==> config.mk <==
export PLATFORM = sky130hd
export DESIGN_NAME = power_down_wake_sequencer
export DESIGN_NICKNAME = d
export VERILOG_FILES = /design/src/common/pwr_seq_pkg.sv /design/src/rtl/power_down_wake_sequencer.sv
export SDC_FILE = /design/constraint.sdc
export NUM_CORES = 1
export LEC_CHECK = 0
export ABC_AREA = 1
export ABC_CLOCK_PERIOD_IN_PS = 2550
export BUFFER_PORTS_ARGS = -buffer_cell sky130_fd_sc_hd__buf_4
export CAP_MARGIN = 20
export CORE_MARGIN = 8
export CORE_UTILIZATION = 50
export DETAILED_ROUTE_END_ITERATION = 10
export MAX_ROUTING_LAYER = met4
export PLACE_DENSITY = 0.87
export REMOVE_ABC_BUFFERS = 1
export SLEW_MARGIN = 20
export SYNTH_ARGS = -nofsm -noshare
export SYNTH_HDL_FRONTEND = slang
export SYNTH_SLANG_ARGS = --single-unit
export TNS_END_PERCENT = 20
==> constraint.sdc <==
create_clock -name sys_clk -period 2.55 [get_ports sys_clk]
set_clock_uncertainty 0.05 [all_clocks]
set_input_delay 0.255 -clock sys_clk [delete_from_list [all_inputs] [get_ports sys_clk]]
set_output_delay 0.255 -clock sys_clk [all_outputs]
set_load 0.05 [all_outputs]
==> src/common/pwr_seq_pkg.sv <==
// Purpose: constants and carrier types for the power-down and wake sequencer
// Assumes: one 50 MHz system clock
// Notes:   times are kept in their own unit, cycle counts derive from them
`default_nettype none
package pwr_seq_pkg;
   // ----------------------------------------
   // clock and timing
   // ----------------------------------------
   localparam int unsigned CLK_HZ          = 50_000_000;
   localparam int unsigned POR_DELAY_MS    = 128;
   localparam int unsigned PLL_LOCK_MS     = 1;
   localparam int unsigned XTAL_START_MS   = 150;
   localparam int unsigned POR_CYCLES      = POR_DELAY_MS * (CLK_HZ / 1000);
   localparam int unsigned PLL_LOCK_CYCLES = PLL_LOCK_MS * (CLK_HZ / 1000);
   localparam int unsigned XTAL_CYCLES     = XTAL_START_MS * (CLK_HZ / 1000);
   localparam int          TIMER_W         = 24;

   // ----------------------------------------
   // field positions
   // ----------------------------------------
   localparam int PWR_PD_BIT       = 1;
   localparam int PWR_SERWAKE_BIT  = 4;
   localparam int PWR_EXT0WAKE_BIT = 5;
   localparam int PLL_LOCK_BIT     = 6;
   localparam int PLL_OSCHALT_BIT  = 7;
   localparam int IE2_INTERVAL_BIT = 2;
   localparam int DIV_W            = 3;

   // ----------------------------------------
   // reset values and vectors
   // ----------------------------------------
   localparam logic [7:0]  PWR_RESET    = 8'h00;
   localparam logic [15:0] RESET_VECTOR = 16'h0000;
   localparam logic [15:0] VEC_EXT0     = 16'h0003;
   localparam logic [15:0] VEC_SERIAL   = 16'h003B;
   localparam logic [15:0] VEC_INTERVAL = 16'h0053;

   typedef enum logic [2:0] {
      ST_POR    = 3'b000,
      ST_RUN    = 3'b001,
      ST_SLEEP  = 3'b010,
      ST_XTAL   = 3'b011,
      ST_LOCK   = 3'b100
   } seq_state_t;

   // wake request carried to the core
   typedef struct packed {
      logic        valid;
      logic [15:0] vector;
   } wake_req_t;
endpackage
`default_nettype wire

==> src/rtl/power_down_wake_sequencer.sv <==
// Purpose: power-on delay, power-down entry, wake sources and PLL relock
// Assumes: inputs synchronous to sys_clk; core honours hold and vector jump
// Notes:   the pll lock time is modelled by a counter, not a real loop
`default_nettype none
module power_down_wake_sequencer
   import pwr_seq_pkg::*;
#(
   parameter int unsigned POR_CYC  = POR_CYCLES,
   parameter int unsigned LOCK_CYC = PLL_LOCK_CYCLES,
   parameter int unsigned XTAL_CYC = XTAL_CYCLES
) (
   input  wire logic            sys_clk,
   input  wire logic            sys_rst,
   input  wire logic            clk_en,
   input  wire logic            supply_ok,
   input  wire logic            reset_pin,
   input  wire logic [7:0]      power_control_reg,
   input  wire logic [7:0]      pll_control_in,
   input  wire logic            pd_write_done,
   input  wire logic [7:0]      secondary_irq_enable_reg,
   input  wire logic            irq_global_enable,
   input  wire logic            ext0_irq_enable,
   input  wire logic            serial_irq_enable,
   input  wire logic            interval_irq_pending,
   input  wire logic            serial_irq_pending,
   input  wire logic            ext_irq_zero,
   input  wire logic            core_ale,
   input  wire logic            core_prog_store_strobe,
   input  wire logic [15:0]     return_pc,
   output logic                 core_reset,
   output logic [15:0]          start_vector,
   output wake_req_t            wake_req,
   output logic [15:0]          pushed_pc,
   output logic                 pll_run,
   output logic                 core_clk_en,
   output logic                 osc_run,
   output logic                 periph_en,
   output logic                 interval_wakeup_counter_en,
   output logic                 port_hold,
   output logic                 ale_out,
   output logic                 prog_store_strobe,
   output logic [7:0]           pll_control_reg,
   output logic [DIV_W-1:0]     core_clock_divider,
   output logic                 clk_div_tick,
   output logic                 sleeping
);

   // ----------------------------------------
   // state and timers
   // ----------------------------------------
   seq_state_t          state_reg, state_next;
   logic [TIMER_W-1:0]  timer_reg;
   logic [TIMER_W-1:0]  timer_next;
   logic                osc_halt_in_sleep;
   logic                osc_halted_reg;
   logic                lock_reg;
   logic                serial_wake_enable;
   logic                ext0_wake_enable;
   logic                interval_irq_enable;
   logic                wake_interval;
   logic                wake_serial;
   logic                wake_ext0;
   logic                any_wake;
   logic [DIV_W-1:0]    div_cnt_reg;

   assign osc_halt_in_sleep   = pll_control_in[PLL_OSCHALT_BIT];
   assign serial_wake_enable  = power_control_reg[PWR_SERWAKE_BIT];
   assign ext0_wake_enable    = power_control_reg[PWR_EXT0WAKE_BIT];
   assign interval_irq_enable = secondary_irq_enable_reg[IE2_INTERVAL_BIT];

   // ----------------------------------------
   // wake source qualification
   // ----------------------------------------
   // each source needs its own enable and the global enable; serial and
   // ext0 also need their wake enable bit in the power control register
   // interval wake needs the oscillator alive, else no tick can arrive
   assign wake_interval = interval_irq_pending && interval_irq_enable
                          && irq_global_enable && !osc_halted_reg;
   assign wake_serial   = serial_irq_pending && serial_irq_enable
                          && irq_global_enable && serial_wake_enable;
   assign wake_ext0     = ext_irq_zero && ext0_irq_enable
                          && irq_global_enable && ext0_wake_enable;
   assign any_wake      = (state_reg == ST_SLEEP) &&
                          (wake_interval || wake_serial || wake_ext0);

   // ----------------------------------------
   // sequencer next state
   // ----------------------------------------
   // a dropped supply or the reset pin wins over any wake, so the
   // power-on path is the only way out once either is seen
   // next state; reset pin overrides everything including sleep
   always_comb begin
      state_next = state_reg;
      timer_next = timer_reg;
      case (state_reg)
         ST_POR: begin
            // supply below threshold restarts the delay
            if (!supply_ok) begin
               timer_next = '0;
            end else if (timer_reg >= TIMER_W'(POR_CYC - 1)) begin
               state_next = ST_RUN;
               timer_next = '0;
            end else begin
               timer_next = timer_reg + 1'b1;
            end
         end
         ST_RUN: begin
            // waits for the setting instruction to complete
            if (power_control_reg[PWR_PD_BIT] && pd_write_done) begin
               state_next = ST_SLEEP;
            end
         end
         ST_SLEEP: begin
            if (any_wake) begin
               timer_next = '0;
               state_next = osc_halted_reg ? ST_XTAL : ST_LOCK;
            end
         end
         ST_XTAL: begin
            if (timer_reg >= TIMER_W'(XTAL_CYC - 1)) begin
               state_next = ST_LOCK;
               timer_next = '0;
            end else begin
               timer_next = timer_reg + 1'b1;
            end
         end
         ST_LOCK: begin
            // code runs unlocked here, so a power-down request is honoured
            if (power_control_reg[PWR_PD_BIT] && pd_write_done) begin
               state_next = ST_SLEEP;
               timer_next = '0;
            end else if (timer_reg >= TIMER_W'(LOCK_CYC - 1)) begin
               state_next = ST_RUN;
               timer_next = '0;
            end else begin
               timer_next = timer_reg + 1'b1;
            end
         end
         default: begin
            state_next = ST_POR;
            timer_next = '0;
         end
      endcase
      if (reset_pin || !supply_ok) begin
         state_next = ST_POR;
         timer_next = '0;
      end
   end

   // ----------------------------------------
   // state registers
   // ----------------------------------------
   // sequencer state; a dropped supply forces the power-on path
   always_ff @(posedge sys_clk) begin
      if (sys_rst) begin
         state_reg <= ST_POR;
         timer_reg <= '0;
      end else if (clk_en) begin
         if (!supply_ok) begin
            state_reg <= ST_POR;
            timer_reg <= '0;
         end else begin
            state_reg <= state_next;
            timer_reg <= timer_next;
         end
      end
   end

   // oscillator halt decision frozen at sleep entry
   // sampled once, so a late write to the halt bit cannot change
   // which relock path the wake takes
   always_ff @(posedge sys_clk) begin
      if (sys_rst) begin
         osc_halted_reg <= 1'b0;
      end else if (clk_en) begin
         if ((state_reg == ST_RUN || state_reg == ST_LOCK) && state_next == ST_SLEEP) begin
            osc_halted_reg <= osc_halt_in_sleep;
         end else if (state_reg == ST_POR || state_reg == ST_RUN) begin
            osc_halted_reg <= 1'b0;
         end
      end
   end

   // lock flag; clears on every relock path
   // lock rises with the first run cycle; software polling earlier
   // simply reads it low and keeps waiting
   always_ff @(posedge sys_clk) begin
      if (sys_rst) begin
         lock_reg <= 1'b0;
      end else if (clk_en) begin
         lock_reg <= (state_next == ST_RUN) && supply_ok;
      end
   end

   // ----------------------------------------
   // wake vector and return address
   // ----------------------------------------
   // priority follows the core's polling order: ext0, serial, interval
   // vector and pushed address hold until the next wake, so the core
   // may read them after the one-cycle valid pulse has gone
   always_ff @(posedge sys_clk) begin
      if (sys_rst) begin
         wake_req     <= '0;
         pushed_pc    <= 16'h0000;
         start_vector <= RESET_VECTOR;
      end else if (clk_en) begin
         wake_req.valid <= 1'b0;
         if (state_reg == ST_POR) begin
            start_vector <= RESET_VECTOR;
         end
         if (any_wake && !reset_pin && supply_ok) begin
            wake_req.valid <= 1'b1;
            pushed_pc      <= return_pc;
            if (wake_ext0) begin
               wake_req.vector <= VEC_EXT0;
            end else if (wake_serial) begin
               wake_req.vector <= VEC_SERIAL;
            end else begin
               wake_req.vector <= VEC_INTERVAL;
            end
         end
      end
   end

   // ----------------------------------------
   // clock divider for the low-power run mode
   // ----------------------------------------
   // divide by 2**cd, one tick per divided period
   // divisors beyond the counter width saturate at the widest mask
   always_ff @(posedge sys_clk) begin
      if (sys_rst) begin
         div_cnt_reg  <= '0;
         clk_div_tick <= 1'b0;
      end else if (clk_en) begin
         div_cnt_reg  <= div_cnt_reg + 1'b1;
         clk_div_tick <= (core_clock_divider == '0) ||
                         ((div_cnt_reg & DIV_W'((1 << core_clock_divider) - 1)) == '0);
      end
   end

   // ----------------------------------------
   // outputs toward core, pins and peripherals
   // ----------------------------------------
   // decoded from the next state so pins change on the same edge as
   // the state register, not one cycle behind it
   always_ff @(posedge sys_clk) begin
      if (sys_rst) begin
         core_reset        <= 1'b1;
         pll_run           <= 1'b0;
         core_clk_en       <= 1'b0;
         osc_run           <= 1'b1;
         periph_en         <= 1'b0;
         interval_wakeup_counter_en <= 1'b0;
         port_hold         <= 1'b0;
         ale_out           <= 1'b0;
         prog_store_strobe <= 1'b0;
         sleeping          <= 1'b0;
      end else if (clk_en) begin
         core_reset        <= (state_next == ST_POR) || !supply_ok;
         pll_run           <= (state_next != ST_SLEEP) && (state_next != ST_XTAL);
         core_clk_en       <= (state_next != ST_SLEEP) && (state_next != ST_XTAL);
         osc_run           <= !((state_next == ST_SLEEP) && osc_halt_in_sleep)
                              && !(state_next == ST_XTAL && osc_halted_reg && timer_reg == '0);
         periph_en         <= (state_next == ST_RUN) || (state_next == ST_LOCK);
         interval_wakeup_counter_en <= interval_irq_enable && !(state_next == ST_SLEEP && osc_halt_in_sleep);
         port_hold         <= (state_next == ST_SLEEP);
         ale_out           <= (state_next == ST_SLEEP) ? 1'b0 : core_ale;
         prog_store_strobe <= (state_next == ST_SLEEP) ? 1'b0 : core_prog_store_strobe;
         sleeping          <= (state_next == ST_SLEEP);
      end
   end

   // ----------------------------------------
   // status view
   // ----------------------------------------
   // status view of the pll control register with the live lock bit
   always_comb begin
      pll_control_reg               = pll_control_in;
      pll_control_reg[PLL_LOCK_BIT] = lock_reg;
      core_clock_divider            = pll_control_in[DIV_W-1:0];
   end

endmodule
`default_nettype wire

==> results of run 1 <==
-- through the flow --
step	utilization, %	std cells	setup WS, ns	hold slack [ns]	power [mW]
2_1_floorplan	-	501	0.677	0.274	1.23
3_3_place_gp	57.5	682	0.488	0.403	1.35
3_5_place_dp	57.5	682	0.430	0.405	1.36
4_1_cts	60.6	698	0.395	0.0985	2.33
5_1_grt	60.6	698	0.133	0.107	2.41
6_report	60.6	698	0.375	0.104	2.32
-- routing by layer --
| layer | GRT usage [%] | part of all wire [%] | wire length, microns | up-vias |
|---|---|---|---|---|
| li1 | - | - | - | 1765 |
| met1 | 19.4 | 41 | 3670 | 1594 |
| met2 | 30.2 | 51 | 4530 | 117 |
| met3 | 4.26 | 6.2 | 553 | 22 |
| met4 | 10.2 | 2.3 | 208 | 0 |
| met5 | - | 0 | 0 | - |
-- final cells by class --
cell class	instances	area, sq um
Inverter	58	218
Multi-Input combinational cell	381	1930
Clock inverter	7	104
Timing Repair Buffer	82	616
Clock buffer	9	124
Tap cell	99	124
Fill cell	627	2820
Sequential cell	62	1240
-- worst max-delay path: stages (launching register included) --
cell and delay (ns):
dfxtp_1 0.34, ha_1 0.24, nand2_1 0.07, inv_1 0.05, nand3_1 0.13, nand2_1 0.10
nand3_1 0.14, nand3_2 0.16, o211ai_4 0.19, nand2_4 0.09, nand2_2 0.10, nand2_2 0.19
nor3b_1 0.24
-- path summary, 6_finish.rpt --
check / start / endpoint / depth (start not counted) / slack (ns)
worst max-delay path: timer_reg[0]$_SDFFE_PP0P_ / timer_reg[14]$_SDFFE_PP0P_ / 12 / 0.38
worst min-delay path: return_pc[10] / pushed_pc[10]$_SDFFE_PP0P_ / 3 / 0.10
worst max register to register: timer_reg[0]$_SDFFE_PP0P_ / timer_reg[14]$_SDFFE_PP0P_ / 12 / 0.38
worst min register to register: wake_req[16]$_SDFFE_PP0P_ / wake_req[16]$_SDFFE_PP0P_ / 2 / 0.42
-- cells by family after synthesis --
logic type	count (synthesis)	synth area share [%]
other	1	0.102
buffers and inverters	115	16.4
AO/OA/AOI/OAI	71	10.7
AND/OR/NAND/NOR	275	36.5
flip-flops	62	33.8
XOR/XNOR	5	1.19
adder cells (fa/ha/maj)	4	1.36
-- layout by cell type (no fill, tap or decap) --
master	synthesis	layout
a21oi_1	32	32
a21oi_2	2	2
a31oi_1	1	1
and3_2	1	1
buf_4	41	82
bufinv_16	0	2
clkbuf_8	0	9
clkinv_1	1	1
clkinv_4	0	2
conb_1	1	26
dfxtp_1	62	62
ha_1	4	4
inv_1	49	49
inv_2	8	8
inv_6	0	3
nand2_1	98	98
nand2_2	8	8
nand2_4	2	2
nand3_1	24	24
nand3_2	5	5
nand3b_1	2	2
nand4_1	12	12
nor2_1	84	84
nor2_2	7	7
nor2_4	6	6
nor3_1	10	10
nor3_2	5	5
nor3_4	1	1
nor3b_1	3	3
nor3b_2	4	4
nor4_1	2	2
o211ai_1	3	3
o211ai_4	1	1
o21ai_0	28	28
o21ai_1	3	3
o221ai_1	1	1
or2_2	1	1
xnor2_1	3	3
xor2_1	2	2
-- power groups by stage --
stage	Combinational [mW]	Sequential (mW)	Clock [mW]
2_1_floorplan	0.174	1.05	0
3_3_place_gp	0.335	1.02	0
3_5_place_dp	0.339	1.02	0
4_1_cts	0.342	0.994	0.995
5_1_grt	0.367	0.996	1.05
6_report	0.344	0.994	0.978
==> impl_metrics.env, run 1 <==
export IMPL_ios=125
export IMPL_hold_class="in2reg"
export IMPL_grt_usage_pct=18.1
export IMPL_design_area_sq_um=4350
export IMPL_route_detailed_wl_per_inst_microns=12.8
export IMPL_cts_resized=0
export IMPL_die_w_microns=102
export IMPL_tns_ns=0
export IMPL_gr_total_overflow=0
export IMPL_clkTransAtPathRegs_ns=0.08
export IMPL_start_kind="flip-flop"
export IMPL_core_sq_um=7180
export IMPL_post_route_period_util_pct=85.3
export IMPL_ant_nets=0
export IMPL_yosys_top_cells_count="nand2_1 (98), nor2_1 (84), dfxtp_1 (62)"
export IMPL_fin_nets=652
export IMPL_area_delta_synth_final_pct=18.4
export IMPL_fmax_mhz=460
export IMPL_cts_root_buf="clkbuf_8"
export IMPL_row_count=31
export IMPL_finalSetupViolCount=0
export IMPL_synth_edf_count=0
export IMPL_dr_pass1_iters=5
export IMPL_drt_initial_drc_count=161
export IMPL_p_leak_nw=1.98
export IMPL_dp_hpwl_mm=6.86
export IMPL_p_per_area_nw_per_um2=532
export IMPL_seqPwrFrac_pct=42.9
export IMPL_slew_headroom_pct=61.1
export IMPL_portBuffers=79
export IMPL_syn_area_per_cell_sq_um=6.89
export IMPL_slew_viol_final=0
export IMPL_drc=0
export IMPL_num_vias=3498
export IMPL_maxCapViolCount=0
export IMPL_grt_pass1_wl_mm=14.6
export IMPL_synth_top_area_share_pct=33.8
export IMPL_pwr_share_clk_pct=42.2
export IMPL_synth_area_leaders="dfxtp_1 (34%), nand2_1 (10%), nor2_1 (8.6%)"
export IMPL_irDropWorstVdd_uv=258
export IMPL_synth_ff_type="dfxtp_1"
export IMPL_hold_violations=0
export IMPL_hold_buffers=0
export IMPL_p_int_mw=1.64
export IMPL_yosysSeqAreaShare_pct=33.8
export IMPL_insertion_delay_ns=0.34
export IMPL_cts_tree="done"
export IMPL_antenna_found_initial=0
export IMPL_antennaDiodeCount=0
export IMPL_tightest_slew_ns=0.583
export IMPL_htree_levels=3
export IMPL_worstSetupEndpointType="flip-flop"
export IMPL_cts_buffer_depth=2
export IMPL_synth_cells=533
export IMPL_async_flop_share_pct=0
export IMPL_critical_path_class="reg2reg"
export IMPL_gp_congestion=0.925
export IMPL_cp_max_fo=11
export IMPL_yosys_warnings=0
export IMPL_largest_register_ffs=24
export IMPL_p_switching_mw=0.676
export IMPL_dieArea_sq_um=10300
export IMPL_cts_sinks=62
export IMPL_grt_pass1_vias=3282
export IMPL_rsz0062_at_grt="no"
export IMPL_wl_mm=8.96
export IMPL_fin_crit_ns=2.17
export IMPL_start_util_pct=51.2
export IMPL_status="finished, final reports clean"
export IMPL_ys_seq_elements=62
export IMPL_netlist_area_sq_um=3670
export IMPL_viasPerCell=5.01
export IMPL_die_h_microns=102
export IMPL_yosysMostFrequentCell="nand2_1"
export IMPL_grt_start_max_net_pins=23
export IMPL_comb_power_share_pct=14.8
export IMPL_yosysTopAreaCell="dfxtp_1"
export IMPL_critPathArrivalTime_ns=2.38
export IMPL_drive_gt1_share_pct=24.9
export IMPL_synth_cell_types=39
export IMPL_placedInstanceArea_sq_um=4120
export IMPL_swShare_pct=29.2
export IMPL_worstPathRequired_ns=2.76
export IMPL_cts_buffers_inserted=9
export IMPL_postCtsSetupRepairBufs=0
Note: power is estimated with default switching activity, not from simulation.
==> run 2: changes to the inputs <==
- CORE_UTILIZATION: 50 -> 51
- GPL_ROUTABILITY_DRIVEN: unset -> 0
- PLACE_DENSITY: 0.87 -> 0.88
==> run 2 against run 1 <==
Compared with the run above:
- cell count did not move
- largest power group unchanged
- critical endpoint is now timer_reg[16]$_SDFFE_PP0P_
- clock power fell by 3.5%
- power decreased by 1.5%
- highest routed layer unchanged
- non-clock buffer count stayed put
- first-iteration DRC count rose by 11%
- cell area is 0.32% lower
- flip-flop and latch count unchanged
==> impl_metrics.env, run 2 (synthesis gave the netlist of run 1 again) <==
export IMPL_critPathArrivalTime_ns=2.35
export IMPL_rsz0062_at_grt="no"
export IMPL_p_per_area_nw_per_um2=526
export IMPL_hold_class="in2reg"
export IMPL_critical_path_class="reg2reg"
export IMPL_htree_levels=3
export IMPL_status="finished, final reports clean"
export IMPL_cts_resized=0
export IMPL_tightest_slew_ns=0.569
export IMPL_dp_hpwl_mm=6.95
export IMPL_grt_pass1_vias=3349
export IMPL_row_count=31
export IMPL_postCtsSetupRepairBufs=0
export IMPL_fin_crit_ns=2.18
export IMPL_route_detailed_wl_per_inst_microns=12.8
export IMPL_cts_buffers_inserted=9
export IMPL_grt_pass1_wl_mm=14.7
export IMPL_slew_viol_final=0
export IMPL_maxCapViolCount=0
export IMPL_insertion_delay_ns=0.35
export IMPL_tns_ns=0
export IMPL_antennaDiodeCount=0
export IMPL_num_vias=3444
export IMPL_post_route_period_util_pct=85.3
export IMPL_ios=125
export IMPL_portBuffers=79
export IMPL_fmax_mhz=460
export IMPL_wl_mm=8.95
export IMPL_largest_register_ffs=24
export IMPL_hold_buffers=0
export IMPL_drive_gt1_share_pct=24.7
export IMPL_cts_sinks=62
export IMPL_clkTransAtPathRegs_ns=0.08
export IMPL_slew_headroom_pct=62.0
export IMPL_start_util_pct=51.8
export IMPL_area_delta_synth_final_pct=18.0
export IMPL_finalWorstSetupSlack_ns=0.374
export IMPL_grt_usage_pct=18.5
export IMPL_fin_nets=652
export IMPL_dieArea_sq_um=10200
export IMPL_finalHoldWorstSlack_ns=0.0955
export IMPL_hold_violations=0
export IMPL_final_common_cell="nand2_1"
export IMPL_grt_start_max_net_pins=25
export IMPL_worstSetupEndpointType="flip-flop"
export IMPL_final_cell_mix="nand2_1 (98), nor2_1 (84), buf_4 (82)"
export IMPL_die_h_microns=101
export IMPL_cts_tree="done"
export IMPL_cp_max_fo=11
export IMPL_place_ws_ns=0.413
export IMPL_viasPerCell=4.93
export IMPL_start_kind="flip-flop"
export IMPL_gr_total_overflow=0
export IMPL_irDropWorstVdd_uv=241
export IMPL_drc=0
export IMPL_core_sq_um=7100
export IMPL_antenna_found_initial=0
export IMPL_dr_pass1_iters=4
export IMPL_p_leak_nw=1.97
export IMPL_drt_initial_drc_count=178
export IMPL_cts_buffer_depth=2
export IMPL_worstPathRequired_ns=2.73
export IMPL_postLayoutCoreUtil_pct=61.1
export IMPL_cts_root_buf="clkbuf_8"
export IMPL_die_w_microns=101
export IMPL_ant_nets=0
export IMPL_finalSetupViolCount=0
run 2: cell count changes in the layout (fill, tap and decap cells not counted):
cell,before,now
clkinv_2,0,2
clkbuf_1,0,1
clkinvlp_4,0,1
clkinv_4,2,1
inv_6,3,0
run 2: per-stage QoR:
stage	area, sq um	instances	power, mW
6_report	4340	698	2.28
5_1_grt	4340	698	2.37
4_1_cts	4340	698	2.30
3_5_place_dp	4120	682	1.36
3_3_place_gp	4120	682	1.35
2_1_floorplan	3380	501	1.23
run 2: layer usage:
| metal | routed length, microns | global-route usage, % | up-vias |
|---|---|---|---|
| met5 | 0 | - | - |
| met4 | 186 | 9.65 | 0 |
| met3 | 633 | 4.63 | 16 |
| met2 | 4490 | 31.0 | 101 |
| met1 | 3650 | 19.9 | 1566 |
| li1 | - | - | 1761 |
run 2: path summary, 6_finish.rpt:
kind                        startpoint                          to  slack [ns]  cells after the start
min                       return_pc[6]   pushed_pc[6]$_SDFFE_PP0P_         0.1                      3
max reg2reg  timer_reg[1]$_SDFFE_PP0P_  timer_reg[16]$_SDFFE_PP0P_        0.37                     12
min reg2reg  wake_req[16]$_SDFFE_PP0P_   wake_req[16]$_SDFFE_PP0P_        0.42                      2
max          timer_reg[1]$_SDFFE_PP0P_  timer_reg[16]$_SDFFE_PP0P_        0.37                     12
run 2: cell type report:
type / count / area (sq um)
Clock buffer: 10 / 128
Tap cell: 99 / 124
Fill cell: 630 / 2760
Clock inverter: 6 / 86.3
Timing Repair Buffer: 82 / 616
Inverter: 58 / 218
Multi-Input combinational cell: 381 / 1930
Sequential cell: 62 / 1240
run 2: power by group:
group	total, mW	leakage (nW)	switching [mW]	internal [mW]
clock network	0.944	0.106	0.396	0.548
logic	0.343	1.36	0.250	0.0931
registers	0.993	0.502	0.0101	0.983
run 2: critical path: stages, from the launching register on:
cell and delay, ns:
dfxtp_1 0.40, ha_1 0.22, nand2_1 0.07, inv_1 0.08
nand3_1 0.12, nand2_1 0.11, nand3_1 0.13, nand3_2 0.16
o211ai_4 0.16, nand2_4 0.10, nand2_2 0.07, nand2_2 0.27
nor3b_2 0.09
==> run 3: changes to the inputs <==
--- a/config.mk
+++ b/config.mk
@@ -11,4 +11,7 @@
 export CAP_MARGIN = 20
+export CELL_PAD_IN_SITES_DETAIL_PLACEMENT = 0
+export CELL_PAD_IN_SITES_GLOBAL_PLACEMENT = 1
 export CORE_MARGIN = 8
-export CORE_UTILIZATION = 51
+export CORE_UTILIZATION = 35
+export CTS_CLUSTER_DIAMETER = 120
 export DETAILED_ROUTE_END_ITERATION = 10
@@ -16,3 +19,3 @@
 export MAX_ROUTING_LAYER = met4
-export PLACE_DENSITY = 0.88
+export PLACE_DENSITY = 0.87
 export REMOVE_ABC_BUFFERS = 1
--- a/constraint.sdc
+++ b/constraint.sdc
@@ -4,2 +4,2 @@
 set_output_delay 0.255 -clock sys_clk [all_outputs]
-set_load 0.05 [all_outputs]
+set_load 0.01 [all_outputs]
==> run 3 against run 2 <==
Compared with the run above:
- die area grew 38%
- cell count grew 5.6%
- register-to-register slack is essentially flat
- combinational power shrank 34%
- utilization shrank 18 points
- wire length grew 3.0%
- cell area grew 2.1%
- worst hold slack gained 0.0036 ns
- sequential share of layout area shrank 0.60 points
- first-iteration DRC count shrank 31%
- fmax grew 0.69%
==> impl_metrics.env, run 3 (synthesis gave the netlist of run 1 again) <==
export IMPL_rsz0062_at_grt="no"
export IMPL_critical_path_class="reg2reg"
export IMPL_p_per_area_nw_per_um2=521
export IMPL_cts_sinks=62
export IMPL_irDropWorstVdd_uv=325
export IMPL_top_usage_layer="met2"
export IMPL_drive_gt1_share_pct=25.1
export IMPL_dr_pass1_iters=4
export IMPL_critPathArrivalTime_ns=2.34
export IMPL_fin_nets=654
export IMPL_gr_total_overflow=0
export IMPL_final_common_cell="nand2_1"
export IMPL_dieArea_sq_um=14000
export IMPL_status="finished, final reports clean"
export IMPL_drt_initial_drc_count=123
export IMPL_use_met3_pct=4.76
export IMPL_p_total_mw=2.31
export IMPL_htree_levels=3
export IMPL_slew_viol_final=0
export IMPL_design_area_sq_um=4430
export IMPL_reg2reg_from="timer_reg[1]$_SDFFE_PP0P_"
export IMPL_cp_cell_sequence="ha_1, nand3_1, nor3_2, nand3_1, nand3_2, o211ai_4, nand2_4, nand2_2, nand2_2, nor3b_1"
export IMPL_num_vias=3381
export IMPL_wl_mm=9.22
export IMPL_hold_buffers=0
export IMPL_worstSetupEndpoint="timer_reg[14]$_SDFFE_PP0P_"
export IMPL_post_route_period_util_pct=84.8
export IMPL_portBuffers=79
export IMPL_antenna_found_initial=0
export IMPL_row_count=37
export IMPL_crit_path_start="timer_reg[1]$_SDFFE_PP0P_"
export IMPL_grt_usage_pct=13.7
export IMPL_gr_usage_met2_pct=23.3
export IMPL_maxCapViolCount=0
export IMPL_finalWorstSetupSlack_ns=0.389
export IMPL_hold_class="in2reg"
export IMPL_rrSetupSlack_ns=0.39
export IMPL_area_delta_synth_final_pct=20.6
export IMPL_cp_max_fo=11
export IMPL_cts_tree="done"
export IMPL_cts_resized=0
export IMPL_clkTransAtPathRegs_ns=0.08
export IMPL_fin_crit_ns=2.16
export IMPL_viasPerCell=4.59
export IMPL_critical_path_slowest_cell="dfxtp_1"
export IMPL_grt_pass1_wl_mm=15.6
export IMPL_p_leak_nw=1.99
export IMPL_finalHoldWorstSlack_ns=0.0992
export IMPL_ant_nets=0
export IMPL_final_cell_mix="nand2_1 (98), nor2_1 (84), buf_4 (84)"
export IMPL_grt_pass1_vias=3424
export IMPL_fmax_mhz=463
export IMPL_dpl_cell_count=721
export IMPL_drc=0
export IMPL_postCtsSetupRepairBufs=0
export IMPL_largest_register_ffs=24
export IMPL_route_detailed_wl_per_inst_microns=12.5
export IMPL_place_ws_ns=0.403
export IMPL_antennaDiodeCount=0
export IMPL_postLayoutCoreUtil_pct=43.1
export IMPL_start_util_pct=35.8
export IMPL_finalSetupViolCount=0
export IMPL_dp_hpwl_mm=7.03
export IMPL_max_stage_delay_ns=0.40
export IMPL_die_h_microns=118
export IMPL_worstPathRequired_ns=2.73
export IMPL_insertion_delay_ns=0.35
export IMPL_r2r_end="timer_reg[14]$_SDFFE_PP0P_"
export IMPL_stdcell_count=737
export IMPL_ios=125
export IMPL_cts_buffer_depth=2
export IMPL_cts_buffers_inserted=9
export IMPL_met1_usage_pct=14.9
export IMPL_core_sq_um=10300
export IMPL_die_w_microns=118
export IMPL_cts_root_buf="clkbuf_8"
export IMPL_r2r_cells=10
export IMPL_hold_violations=0
export IMPL_grt_start_max_net_pins=31
export IMPL_placedInstanceArea_sq_um=4190
export IMPL_worstSetupEndpointType="flip-flop"
export IMPL_start_kind="flip-flop"
export IMPL_tns_ns=0
## run 3: changes by cell type in the layout (fill, tap and decap cells not counted)
cell,before,now
clkinvlp_4,1,0
inv_6,0,1
clkinv_2,2,1
bufinv_16,2,3
buf_4,82,84
clkbuf_1,1,0
clkinv_4,1,2
## run 3: routing by layer
metal	vias to the layer above	part of all wire, %
met5	-	0
met4	0	1.1
met3	10	4.7
met2	73	49
met1	1524	45
li1	1774	-
## run 3: cell type report
class	instances	area, sq um
clock buffers	9	124
clock inverters	7	121
fillers	1078	5850
inverters	58	218
multi-input cells	381	1930
flip-flops and latches	62	1240
well taps	136	170
repair buffers	84	631
## run 3: critical path: cells and delay by family (launching register included)
kind | cells | cell delay (ns)
AND/OR/NAND/NOR | 8 | 1.23
flip-flops | 1 | 0.40
adder cells (fa/ha/maj) | 1 | 0.22
AO/OA/AOI/OAI | 1 | 0.14
## run 3: worst min-delay path by stage
stage / startpoint / to / slack [ns] / cells past startpoint
floorplan: sys_rst / ale_out$_SDFFE_PP0P_ / 0.27 / 1
global placement: wake_req[6]$_SDFFE_PP0P_ / wake_req[6]$_SDFFE_PP0P_ / 0.40 / 2
detailed placement: prog_store_strobe$_SDFFE_PP0P_ / prog_store_strobe$_SDFFE_PP0P_ / 0.41 / 2
CTS: return_pc[5] / pushed_pc[5]$_SDFFE_PP0P_ / 0.08 / 3
global route: return_pc[13] / pushed_pc[13]$_SDFFE_PP0P_ / 0.1 / 3
finish: return_pc[5] / pushed_pc[5]$_SDFFE_PP0P_ / 0.1 / 3
## run 3: power breakdown
group          leakage, nW  internal, mW  switching, mW
logic                 1.37        0.0927          0.134
registers            0.502         0.983         0.0102
clock network        0.124         0.654          0.433
